--- config.mk ---
export PLATFORM = sky130hd
export DESIGN_NAME = cpu_interrupt_accept_flags
export DESIGN_NICKNAME = d
export VERILOG_FILES = /design/src/include/flags_pkg.sv /design/src/hdl/cpu_interrupt_accept_flags.sv
export VERILOG_INCLUDE_DIRS = /design/src /design/src/include
export SDC_FILE = /design/constraint.sdc
export NUM_CORES = 1
export LEC_CHECK = 0
export ABC_CLOCK_PERIOD_IN_PS = 3100
export BUFFER_PORTS_ARGS = -buffer_cell sky130_fd_sc_hd__buf_2
export CORE_MARGIN = 3
export CORE_UTILIZATION = 38
export CTS_CLUSTER_SIZE = 8
export DETAILED_ROUTE_END_ITERATION = 8
export MAX_ROUTING_LAYER = met4
export PLACE_DENSITY_LB_ADDON = 0.15
export SLEW_MARGIN = 20
export SYNTH_ARGS = -nofsm -noshare
export SYNTH_HDL_FRONTEND = slang
export SYNTH_SLANG_ARGS = --single-unit
export TNS_END_PERCENT = 50
--- constraint.sdc ---
create_clock -name pclk -period 3.1 [get_ports pclk]
set_clock_uncertainty 0.2 [all_clocks]
set_input_delay 0.31 -clock pclk [delete_from_list [all_inputs] [get_ports pclk]]
set_output_delay 0.31 -clock pclk [all_outputs]
set_load 0.02 [all_outputs]
--- src/include/flags_defs.svh ---
`ifndef FLAGS_DEFS_SVH
`define FLAGS_DEFS_SVH
`define FLG_BIT_BANK      3
`define FLG_BIT_IMASK     6
`define FLG_BIT_RSVD      11
`define FLG_BIT_STK       7
`define FLG_IPL_LSB       12
`define FLG_IPL_MSB       14
`define FLG_RESET         16'h0000
`define OFF_FLAGS         12'h000
`define OFF_SAVED         12'h004
`define OFF_REQ           12'h008
`define OFF_STATUS        12'h00C
`define OFF_TRAP          12'h010
`define OFF_RET           12'h014
`define OFF_BANKREG       12'h020
`define OFF_BANKEND       12'h058
`define SOFT_VEC_LAST     6'h1F
`endif

--- src/include/flags_pkg.sv ---
package flags_pkg;
  typedef logic [2:0]  level_t;
  typedef logic [15:0] word_t;
  typedef enum logic [1:0] {ST_IDLE, ST_ACK, ST_RUN} phase_t;
endpackage : flags_pkg

--- src/hdl/cpu_interrupt_accept_flags.sv ---
// The APB interface to the registers and the address map were left to the implementer.
`timescale 1ns/1ps
`include "flags_defs.svh"
// Function
// - the core holds eighteen 16-bit registers, with two copies of a seven-register bank; here the 14 bank words form one array and the bank flag selects none.
// - maskable interrupts are blocked while the mask flag is 0 and allowed while 1.
// - the mask flag clears when an interrupt is acknowledged.
// - stack select 0 picks the interrupt stack, 1 picks the user stack.
// - stack select clears on a hardware interrupt or a trap with vector 0 to 31.
// - the priority level is a three-bit field for levels 0 to 7.
// - a request is enabled only if its priority is above the current level.
// - the reserved bit is written as 0 and reads back undefined, here zero.
module cpu_interrupt_accept_flags
#(
  parameter int WIDTH = 16
)(
  // clock and reset
  input  wire logic            pclk,
  input  wire logic            presetn,
  // apb slave
  input  wire logic            psel,
  input  wire logic            penable,
  input  wire logic            pwrite,
  input  wire logic [11:0]     paddr,
  input  wire logic [31:0]     pwdata,
  output logic      [31:0]     prdata,
  output logic                 pready,
  output logic                 pslverr,
  // interrupt request side
  input  wire logic            irq_req,
  input  wire flags_pkg::level_t irq_level,
  input  wire logic            insn_boundary,
  output logic                 irq_ack,
  // stack and bank selection
  output logic                 use_user_stack,
  output logic                 bank_sel
);
  import flags_pkg::*;

  // refuse any data width other than the 16-bit flag word
  if (WIDTH != 16)
  begin : g_width_check
    $error("only 16-bit data is supported");
  end

  typedef struct packed {
    word_t        flags;
    word_t        saved;
    word_t [13:0] bank;
    word_t        interrupt_stack_pointer;
    word_t        user_stack_pointer;
    logic  [31:0] rdata;
    logic         ack;
    logic         had_ack;
  } state_t;

  state_t cur;
  state_t next_cur;

  logic      wr;
  logic      rd;
  logic      accept;
  logic      mask_on;
  level_t    processor_priority_level;
  logic      mapped;
  logic [3:0] bidx;
  word_t     wdata;

  assign wr     = psel && penable && pwrite;
  // read data is captured in the setup cycle and leaves a flop in access
  assign rd     = psel && !penable && !pwrite;
  assign pready = 1'b1;
  assign wdata  = pwdata[15:0];
  assign mask_on = cur.flags[`FLG_BIT_IMASK];
  assign processor_priority_level    = cur.flags[`FLG_IPL_MSB:`FLG_IPL_LSB];
  // mask and priority judged together at a boundary
  assign accept = irq_req && insn_boundary && mask_on
                  && (irq_level > processor_priority_level);
  assign bidx   = paddr[5:2] - 4'h8;
  assign mapped = (paddr[1:0] == 2'b00) &&
                  (paddr <= `OFF_RET || (paddr >= `OFF_BANKREG &&
                   paddr < `OFF_BANKEND));
  assign pslverr = psel && penable && !mapped;

  always_comb
  begin
    next_cur = cur;
    next_cur.ack = 1'b0;
    if (wr && paddr == `OFF_FLAGS)
    begin
      next_cur.flags = wdata;
      next_cur.flags[`FLG_BIT_RSVD] = 1'b0;
    end
    if (wr && paddr == `OFF_RET)
      next_cur.flags = cur.saved;
    if (wr && paddr >= `OFF_BANKREG && paddr < `OFF_BANKEND
        && paddr[1:0] == 2'b00)
      // bank word chosen by address bits 5:2 alone, 14 words in one array; the bank flag plays no part
      next_cur.bank[bidx] = wdata;
    if (wr && paddr == `OFF_TRAP && pwdata[5:0] <= `SOFT_VEC_LAST)
    begin
      next_cur.saved = cur.flags;
      next_cur.flags[`FLG_BIT_STK] = 1'b0;
    end
    if (accept)
    begin
      next_cur.saved = cur.flags;
      next_cur.flags[`FLG_BIT_IMASK] = 1'b0;
      next_cur.flags[`FLG_BIT_STK] = 1'b0;
      next_cur.ack = 1'b1;
      next_cur.had_ack = 1'b1;
    end
    next_cur.rdata = 32'h0000_0000;
    if (rd)
    begin
      unique case (paddr)
        `OFF_FLAGS:  next_cur.rdata = {16'h0000, cur.flags};
        `OFF_SAVED:  next_cur.rdata = {16'h0000, cur.saved};
        `OFF_STATUS: next_cur.rdata = {29'h0, cur.had_ack, processor_priority_level > 3'h0,
                                       mask_on};
        default:
          if (paddr >= `OFF_BANKREG && paddr < `OFF_BANKEND)
            next_cur.rdata = {16'h0000, cur.bank[bidx]};
      endcase
    end
  end

  always_ff @(posedge pclk or negedge presetn)
  begin
    if (!presetn)
    begin
      cur <= '0;
      cur.flags <= `FLG_RESET;
    end
    else
      cur <= next_cur;
  end

  // rdata is zero outside the access phase of a read
  assign prdata = cur.rdata;
  assign irq_ack = cur.ack;
  assign use_user_stack = cur.flags[`FLG_BIT_STK];
  assign bank_sel = cur.flags[`FLG_BIT_BANK];
endmodule : cpu_interrupt_accept_flags

# Word-level counts from Yosys, hierarchy flattened
# Index checks and enable logic that the tools add are counted.
# op_classes
add_sub_neg	1
order_cmp	8
n_eq_ne	4
n_mux	15
reduce_logical	28
# ops
cell	n
bitwise mux 224 bit	1
2-to-1 mux 16 bit	8
binary-select mux 16 bit (select 4 bit)	1
demux 16 bit (select 4 bit)	1
case mux 16 bit (3 select lines)	1
== test 12 x 5 -> 1 bit, second input constant	2
logical AND 1 bit	18
== test 12 x 3 -> 1 bit, second input constant	1
== test 12 x 4 -> 1 bit, second input constant	1
>= comparator 12 x 6 -> 1 bit, second input constant	1
less-or-equal comparator 12 x 5 -> 1 bit, second input constant	1
logical NOT 12 bit	1
< comparator 12 x 7 -> 1 bit, second input constant	1
less-or-equal comparator 6 x 5 -> 1 bit, second input constant	1
< comparator 4 x 5 -> 1 bit, second input constant	1
>= comparator 4 x 1 -> 1 bit, second input constant	1
2-to-1 mux 2 bit	2
nonzero test 2 bit	2
nonzero test 4 bit	1
subtractor 4 bit, second input constant	1
greater-than comparator 3 x 1 -> 1 bit, second input constant	1
greater-than comparator 3 bit	1
logical NOT 1 bit	3
nonzero test 3 bit	1
other kinds (3)	3
# totals
reg_bits	290
inputBits	54
word_cells	77

# Logic depth before layout (Yosys ltp)
# Gate-level depths: netlist of the first run.
# logic_depth
ltp_word	7
depth_mapped	9
mapped_depth_nobuf	7

# Worst setup path after synthesis of the first run
# OpenSTA, ideal clock, no wires.
# synth_timing
kind	input port to flip-flop
startpoint	in paddr[9]
endpoint	reg cur[296] (netlist bit)
setup_ns	0.125
t_arrival_ns	2.269
path_slack_ns	0.506
stages	7
n_path_buf	3
cell_sequence	or4_1 > buf_2 > nor3_4 > a31o_2 > buf_2 > buf_4 > mux2_2
# synth_via
elab_chain_len	4
# synth_lines
element	line	text
start, declared	cpu_interrupt_accept_flags.sv:24	input wire logic [11:0] paddr,
== test 12 x 5 -> 1 bit (no line)	n/a	
logical AND 1 bit (no line) (2 in a row)	n/a	
nonzero test 2 bit (no line)	n/a	
end signal, assigned	cpu_interrupt_accept_flags.sv:136	cur <= next_cur;
end, declared	cpu_interrupt_accept_flags.sv:57	state_t cur;
# Every way passes these cells.
# A chain may end at the register's enable or synchronous reset.

# Worst setup path after layout of the first run
# layout_timing
startpoint	reg cur[319] (netlist bit)
endpoint	reg cur[299] (netlist bit)
# layout_via
elab_chain_len	3
# layout_lines
element	line	text
greater-than comparator 3 bit *	cpu_interrupt_accept_flags.sv:78	&& (irq_level > processor_priority_level);
logical AND 1 bit *	cpu_interrupt_accept_flags.sv:78	
named net accept	cpu_interrupt_accept_flags.sv:62	logic accept;
2-to-1 mux 16 bit / nonzero test 2 bit (equally long branches)	n/a	
# The timed path passes the listed nets; every way through them passes the cells marked *.

==> flow_summary.ini, run 1 <==
[run_status]
outcome = finished clean

[yosys]
synth_area_um2 = 12900
asyncSetResetFlopFracSynth = 1.00
synth_area_per_cell_um2 = 13.7
synth_area_leaders = dfrtp_1 53%, mux2_2 21%, mux2i_1 7.2%
yosys.area.top_type = dfrtp_1
ys_warn_count = 0
netlist.area_leader.share = 0.532
synth-seq-cells = 274
synth_flop_cell = dfrtp_1
synth_edf_count = 0
synth_common_cells = 274 x dfrtp_1, 242 x mux2_2, 93 x mux2i_1, 41 x clkbuf_1, 38 x nor2_1
netlist_instances = 941
ys_seq_area_frac = 0.532
synth.most_common_cell = dfrtp_1
synthDistinctLibCells = 47

[critical_path]
path_max_fanout = 17
arrival_ns = 2.50
crit_start = cur[319]$_DFFE_PN0P_
critPathCaptureType = register
start_kind = register
critical_path_class = reg -> reg
r2r_slack_ns = 0.80
r2r-start = cur[319]$_DFFE_PN0P_
crit_required_ns = 3.30

[floorplan]
core.rowCount = 66
die_area_um2 = 36200
die_w_um = 190
io-pin-count = 91
coreArea_um2 = 32900
die_h_um = 190
initial_utilization = 0.391

[global_routing]
grt_max_degree = 88
grt-ovfl-total = 0
grt_pass1_vias = 8024
antenna_found_initial = 1
grtUsageTotal = 0.187
grt_pass1_wl_um = 49900

[cts]
postCtsSetupBuffers = 0
cts_buffers = 40
clk_path_buf_depth = 3
cts.sinks = 274
cts_tree = built
cts_root_buf = clkbuf_16
clkTransAtPathRegs_ns = 0.05
htreeDepth = 2
clk_latency_ns = 0.53

[routing]
drtIter0Drc = 327
wl_per_cell_um = 22.4
dr.pass1.iters = 4
via_count = 7800
drc_errors = 0
drt-total-wl_um = 32400
viasPerCell = 5.38
ant_nets = 0

[min_path]
hold_class = in -> reg
worstHoldStart = insn_boundary

[timing]
rsz0062_at_grt = false
worst_pin_slew_ns = 0.733
period_needed_ns = 2.30
fmaxAchievable_mhz = 435
min_period_over_period = 0.742
hold_viol_final = 0
tns_ns = 0
drv_slew = 0
finalSetupViolations = 0
slew_headroom = 0.512

[placement]
port_buffers = 57
hpwl_um = 20900
gp_congestion = 0.769

[flow_run]
maxCapViolCount = 0

[power]
totalPowerFinal_mw = 7.81
cellPowerDensity_nw_per_um2 = 527
power_leakage_nw = 7.56
ir_worst_vdd_uv = 369

[final_layout]
area_growth_pct = 14.9
fill_cells = 3011
final_nets = 1060
drive_above_1_share = 0.434
multi_input_area_um2 = 5540
regArea_um2 = 6860
sequential cells by signal (all words and copies together) (netlist names):
signal / cells
cur: 255
prdata: 16
bank_sel: 1
irq_ack: 1
use_user_stack: 1
power breakdown:
group,total (mW),switching [mW],internal [mW],leakage (nW)
clock,3.84,1.47,2.37,0.526
combinational,0.379,0.273,0.106,3.20
sequential,3.59,0.00238,3.59,3.83
total,7.81,1.75,6.06,7.56
through the flow:
step	setup slack, ns	instance area [µm²]	std cells	hold WS, ns	util
after global routing	0.655	14800	1449	0.0241	0.450
after floorplan	0.506	13000	956	-0.186	-
after detailed placement	0.337	13700	1402	0.192	0.417
final	0.799	14800	1449	0.0166	0.450
after CTS	0.779	14800	1448	0.00642	0.450
after global placement	0.361	13700	1402	0.187	0.417
final timing paths:
path                                        end  cells past startpoint
setup / recovery           cur[299]$_DFFE_PN0P_                      8
max in group asynchronous   cur[92]$_DFFE_PN0P_                      3
hold / removal                irq_ack$_DFF_PN0_                      4
setup reg to reg           cur[299]$_DFFE_PN0P_                      8
min in group asynchronous  cur[245]$_DFFE_PN0P_                      2
hold reg to reg              cur[0]$_DFFE_PN0P_                      1
repair_timing:
item | in CTS | in global routing
endpoints found under the hold margin | 81 | 0
hold buffers | 1 | 0
resized for setup | 0 | 0
layout by cell type (no fill, tap or decap), types with 3 or more instances in the layout:
cell type	Yosys	routed
buf_12	0	7
o21ai_0	20	20
ha_1	3	3
mux2_2	242	242
nand3_1	4	4
nand4_2	3	3
dfrtp_1	274	274
mux2i_1	93	93
o22ai_1	20	20
or2_2	3	3
mux4_2	30	30
nand2_1	23	23
inv_1	7	7
buf_2	15	55
o311ai_0	11	11
nor3_1	3	3
nand2b_1	6	6
o221ai_1	3	3
conb_1	2	17
nand3_2	4	4
nor2b_1	4	4
a211oi_1	3	3
buf_4	35	41
nor2_1	38	38
clkbuf_16	0	42
a21oi_1	20	20
metal layers:
layer | vias to the layer above | track usage | routed length, µm
met5 | - | - | 0
met4 | 0 | 0.0457 | 544
met3 | 48 | 0.0290 | 1430
met2 | 152 | 0.298 | 15600
met1 | 4100 | 0.253 | 14800
li1 | 3500 | - | -
cells by family after synthesis:
logic type	share of synthesized area
AO/OA/AOI/OAI	0.0406
adder cells (fa/ha/maj)	0.00291
buffers and inverters	0.0431
flip-flops	0.532
multiplexers	0.336
other	0.000582
AND/OR/NAND/NOR	0.0452
critical path, stage by stage (launching register included):
cell and delay [ns]:
dfrtp_1 0.42, inv_1 0.06, ha_1 0.28, nor2b_1 0.11, o21ai_0 0.08, a21oi_1 0.31
a31o_2 0.19, buf_12 0.17, mux2_2 0.35
layout make-up:
type,instances,area share
diodes,1,0.000169
flip-flops and latches,274,0.463
well taps,442,0.0373
multi-input cells,574,0.374
clock buffers,43,0.0712
clock inverters,2,0.00160
repair buffers,106,0.0513
inverters,7,0.00177
(Power assumes the default switching activity.)
==> inputs of run 2 (changes only) <==
--- a/config.mk
+++ b/config.mk
@@ -6,7 +6,8 @@
 export SDC_FILE = /design/constraint.sdc
 export NUM_CORES = 1
 export LEC_CHECK = 0
-export ABC_CLOCK_PERIOD_IN_PS = 3100
+export ABC_AREA = 1
+export ABC_CLOCK_PERIOD_IN_PS = 2100
 export BUFFER_PORTS_ARGS = -buffer_cell sky130_fd_sc_hd__buf_2
 export CORE_MARGIN = 3
 export CORE_UTILIZATION = 38
==> constraint.sdc (replaced) <==
create_clock -name pclk -period 2.1 [get_ports pclk]
set_clock_uncertainty 0.2 [all_clocks]
set_input_delay 0.21 -clock pclk [delete_from_list [all_inputs] [get_ports pclk]]
set_output_delay 0.21 -clock pclk [all_outputs]
set_load 0.02 [all_outputs]
==> flow_summary.ini, run 2 <==
[run_status]
outcome = finished clean

[global_routing]
grt_max_degree = 64
grtUsageTotal = 0.219
grt-ovfl-total = 0
grt_pass1_vias = 10900
grt_pass1_wl_um = 63300
antenna_found_initial = 0

[final_layout]
regArea_um2 = 6860
drive_above_1_share = 0.121
area_growth_pct = 18.1
final_nets = 1893
layout.cells.most_common_list = 612 x nand2_1, 274 x dfrtp_1, 186 x nor2_1
max_flop_register = cur
largest_reg_flops = 255
fill_cells = 3443
layout_commonest_cell = nand2_1
multi_input_area_um2 = 5380
diodes = 0

[routing]
drc_errors = 0
drt-total-wl_um = 40000
dr.pass1.iters = 7
viasPerCell = 4.95
via_count = 11400
ant_nets = 0
wl_per_cell_um = 17.4
drtIter0Drc = 968

[power]
cellPowerDensity_nw_per_um2 = 750
ir_worst_vdd_uv = 461
p_sw_frac = 0.240
p_seq_frac = 0.447
clkPwrFrac = 0.476
internal-power_mw = 9.04
power_leakage_nw = 7.77
switchingPower_mw = 2.85
power_frac_comb = 0.077

[min_path]
hold-path-cell-count = 3
hold_class = in -> reg

[yosys]
yosys.area.top_type = dfrtp_1
synth_flop_cell = dfrtp_1
synthDistinctLibCells = 31
netlist_instances = 1758
synth_area_per_cell_um2 = 7.63
synth_edf_count = 0
ys_warn_count = 0
synth_area_um2 = 13400
synth_area_leaders = dfrtp_1 51%, nand2_1 17%, o21ai_0 5.5%
netlist.area_leader.share = 0.511
synth_common_cells = 612 x nand2_1, 274 x dfrtp_1, 186 x nor2_1, 148 x o21ai_0, 142 x o21ai_1
ys_seq_area_frac = 0.511
synth-seq-cells = 274
asyncSetResetFlopFracSynth = 1.00
synth.most_common_cell = nand2_1

[cts]
htreeDepth = 2
cts.sinks = 274
cts_tree = built
cts_buffers = 40
clkTransAtPathRegs_ns = 0.06
clk_latency_ns = 0.52
cts_root_buf = clkbuf_16
clk_path_buf_depth = 3

[floorplan]
initial_utilization = 0.387
die_area_um2 = 37600
core.rowCount = 68
die_w_um = 194
die_h_um = 194
io-pin-count = 91
coreArea_um2 = 34700

[timing]
drv_slew = 0
rsz0062_at_grt = false
finalSetupViolations = 0
hold_viol_final = 0
slew_headroom = 0.575
holdWs_ns = 0.0191
min_period_over_period = 0.958
period_needed_ns = 2.01
tns_ns = 0
setup_ws_ns = 0.0889
fmaxAchievable_mhz = 497
worst_pin_slew_ns = 0.637

[placement]
gp_congestion = 0.922
port_buffers = 57
post-place-ws_ns = 0.0627
hpwl_um = 25900

[critical_path]
critical_path_class = reg -> reg
arrival_ns = 2.21
crit_required_ns = 2.30
cp_cell_sequence = inv_1, ha_1, nand2_1, o21ai_1, nand2_1, inv_1, dlygate4sd3_1
r2r_slack_ns = 0.09
path_max_fanout = 4
start_kind = register
cp.depth = 7
cpLargestDelayFamily = buffers and inverters
critical_path_buf_inv_count = 3
r2r_cells = 7
cp_slowest_cell = dlygate4sd3_1
critPathMaxStageDelay_ns = 0.55
critPathCaptureType = register

[flow_run]
maxCapViolCount = 0
run 2: changes by cell type in the layout (fill, tap and decap cells not counted), moves of 12 or more:
| cell | delta |
|---|---|
| buf_12 | +20 |
| buf_4 | +22 |
| dlygate4sd3_1 | +17 |
| inv_1 | +115 |
| mux2_2 | -242 |
| mux2i_1 | -93 |
| mux4_2 | -30 |
| nand2_1 | +589 |
| nand3_1 | +41 |
| nor2_1 | +148 |
| o2111ai_1 | +12 |
| o21ai_0 | +126 |
| o21ai_1 | +144 |
| o22ai_1 | -20 |
run 2: through the flow:
stage	util	area, µm²	total power, mW	cells
floorplan	-	13500	5.87	1773
global placement	0.420	14600	6.29	2231
global route	0.456	15800	12.3	2295
CTS	0.456	15800	12.0	2295
finish	0.456	15800	11.9	2295
detailed placement	0.420	14600	6.28	2231
run 2: per-layer routing:
metal,up-vias,wire length (µm),GRT usage,part of all wire
met5,-,0,-,0
met4,0,1100,0.0620,0.027
met3,68,2320,0.0348,0.058
met2,339,17900,0.336,0.45
met1,5316,18700,0.302,0.47
li1,5637,-,-,-
run 2: power groups by stage:
stage	combinational (mW)	clock (mW)	sequential, mW
floorplan	0.473	0	5.39
global placement	0.895	0	5.39
detailed placement	0.892	0	5.39
CTS	0.922	5.80	5.31
global route	1.02	6.01	5.30
finish	0.916	5.66	5.31
run 2: worst paths after layout:
path,startpoint,to
max,cur[319]$_DFFE_PN0P_,irq_ack$_DFF_PN0_
min reg2reg,cur[0]$_DFFE_PN0P_,cur[0]$_DFFE_PN0P_
min in group asynchronous,presetn,cur[244]$_DFFE_PN0P_
min,pwdata[13],cur[127]$_DFFE_PN0P_
max reg2reg,cur[319]$_DFFE_PN0P_,irq_ack$_DFF_PN0_
max in group asynchronous,presetn,cur[286]$_DFFE_PN0P_
run 2: worst min-delay path, cell delays in order:
cell and delay [ns]:
buf_2 0.07, inv_1 0.21, o21ai_1 0.20
run 2: logic make-up (layout without fill, tap and decap cells):
| logic type | count (synthesis) | in the layout | synth area share |
|---|---|---|---|
| other cells | 2 | 17 | 0.000560 |
| simple gates | 874 | 874 | 0.262 |
| compound gates | 332 | 332 | 0.129 |
| fa+ha+maj | 3 | 3 | 0.00280 |
| buf+inv | 273 | 340 | 0.0945 |
| flops | 274 | 274 | 0.511 |
run 2: area by class of cell:
type                            count  area share
Sequential cell                   274       0.433
Clock buffer                       43      0.0659
Clock inverter                      3     0.00142
Multi-Input combinational cell   1226       0.339
Tap cell                          455      0.0359
Timing Repair Buffer              165      0.0940
Inverter                          129      0.0306
run 2: timing repair:
item                                    4_1_cts  5_1_grt
hold endpoints to repair                    320        0
setup buffers                                 0        0
hold buffers                                 18        0
endpoints found under the setup margin        0        5
resized for setup                             0        6
==> inputs of run 3 (changes only) <==
--- a/config.mk
+++ b/config.mk
@@ -6,7 +6,6 @@
 export SDC_FILE = /design/constraint.sdc
 export NUM_CORES = 1
 export LEC_CHECK = 0
-export ABC_AREA = 1
 export ABC_CLOCK_PERIOD_IN_PS = 2100
 export BUFFER_PORTS_ARGS = -buffer_cell sky130_fd_sc_hd__buf_2
 export CORE_MARGIN = 3
@@ -14,7 +13,7 @@
 export CTS_CLUSTER_SIZE = 8
 export DETAILED_ROUTE_END_ITERATION = 8
 export MAX_ROUTING_LAYER = met4
-export PLACE_DENSITY_LB_ADDON = 0.15
+export PLACE_DENSITY = 0.56
 export SLEW_MARGIN = 20
 export SYNTH_ARGS = -nofsm -noshare
 export SYNTH_HDL_FRONTEND = slang
==> flow_summary.ini, run 3 (same netlist as run 1, synthesis figures left out) <==
[run_status]
outcome = finished clean

[final_layout]
largest_reg_flops = 255
stdcell_count = 1523
fill_cells = 2867
drive_above_1_share = 0.466
final_nets = 1135
area_growth_pct = 22.6
layout.cells.most_common_list = 274 x dfrtp_1, 226 x mux2_2, 93 x mux2i_1
diodes = 0
max_flop_register = cur
post-route-util = 0.480
final_cell_area_um2 = 15800
layout_commonest_cell = dfrtp_1

[power]
cellPowerDensity_nw_per_um2 = 745
power_leakage_nw = 8.08
totalPowerFinal_mw = 11.8
ir_worst_vdd_uv = 472

[global_routing]
grt_pass1_wl_um = 50300
grt_pass1_vias = 8546
antenna_found_initial = 0
grt_max_degree = 76
grt-ovfl-total = 0
grtUsageTotal = 0.186

[cts]
cts_buffers = 40
clkTransAtPathRegs_ns = 0.05
clk_path_buf_depth = 3
cts_root_buf = clkbuf_16
cts.sinks = 274
htreeDepth = 2
clk_latency_ns = 0.53
cts_tree = built

[timing]
holdWs_ns = 0.0536
hold_viol_final = 0
setup_ws_ns = 0.0333
tns_ns = 0
finalSetupViolations = 0
slew_headroom = 0.540
fmaxAchievable_mhz = 484
drv_slew = 0
rsz0062_at_grt = true
period_needed_ns = 2.07
min_period_over_period = 0.984
worst_pin_slew_ns = 0.681

[min_path]
hold_class = in -> async

[floorplan]
initial_utilization = 0.391
die_area_um2 = 36200
die_h_um = 190
io-pin-count = 91
die_w_um = 190
core.rowCount = 66
coreArea_um2 = 32900

[critical_path]
critical_path_class = reg -> reg
crit_required_ns = 2.29
path_max_fanout = 6
critPathCaptureType = register
arrival_ns = 2.26
start_kind = register

[flow_run]
maxCapViolCount = 0

[placement]
port_buffers = 57
gp_congestion = 0.788
hpwl_um = 21000
post-place-ws_ns = -0.283
dp_cells = 1454
placed_area_um2 = 14400

[routing]
drt-total-wl_um = 32000
drc_errors = 0
viasPerCell = 5.24
drtIter0Drc = 360
dr.pass1.iters = 4
wl_per_cell_um = 21.0
ant_nets = 0
via_count = 7978
-- run 3: repair_timing --
| action | 4_1_cts | 5_1_grt |
|---|---|---|
| gates cloned | 0 | 0 |
| setup buffers | 2 | 0 |
| hold buffers | 22 | 0 |
| endpoints found under the hold margin | 413 | 0 |
| pin swaps | 1 | 1 |
| resized for setup | 6 | 13 |
| setup endpoints to repair | 16 | 17 |
-- run 3: worst max-delay path, stage by stage, from the launching register on --
cell and delay, ns:
dfrtp_1 0.35, inv_2 0.05, ha_4 0.26, nor2b_4 0.13
o21ai_2 0.06, a21oi_2 0.22, a31o_2 0.20, buf_6 0.17
mux2_4 0.31
-- run 3: path summary, 6_finish.rpt --
check / slack [ns] / to / depth (start not counted) / startpoint
setup / recovery: 0.03 / cur[291]$_DFFE_PN0P_ / 8 / cur[319]$_DFFE_PN0P_
hold / removal: 0.05 / cur[142]$_DFFE_PN0P_ / 3 / presetn
setup reg to reg: 0.03 / cur[291]$_DFFE_PN0P_ / 8 / cur[319]$_DFFE_PN0P_
hold reg to reg: 0.29 / cur[0]$_DFFE_PN0P_ / 1 / cur[0]$_DFFE_PN0P_
max in group asynchronous: 1.20 / cur[321]$_DFFE_PN0P_ / 3 / presetn
min in group pclk: 0.09 / prdata[0]$_DFF_PN0_ / 5 / paddr[3]
-- run 3: layout make-up --
cell class / count / area, µm² / share of cell area
clock buffers: 43 / 1060 / 0.0673
clock inverters: 2 / 46.3 / 0.00293
multi-input cells: 574 / 5660 / 0.358
well taps: 442 / 553 / 0.0350
inverters: 7 / 26.3 / 0.00166
flip-flops and latches: 274 / 6860 / 0.434
repair buffers: 181 / 1600 / 0.101
-- run 3: where the power goes --
part	leakage [nW]	switching [mW]	internal [mW]
Sequential	3.83	0.00334	5.30
Combinational	3.71	0.417	0.233
Clock	0.546	2.17	3.65
-- run 3: per-layer routing --
layer	up-vias	GRT usage	wire, µm
met5	-	-	0
met4	0	0.0423	509
met3	40	0.0252	1440
met2	163	0.299	15200
met1	4125	0.255	14800
li1	3650	-	-
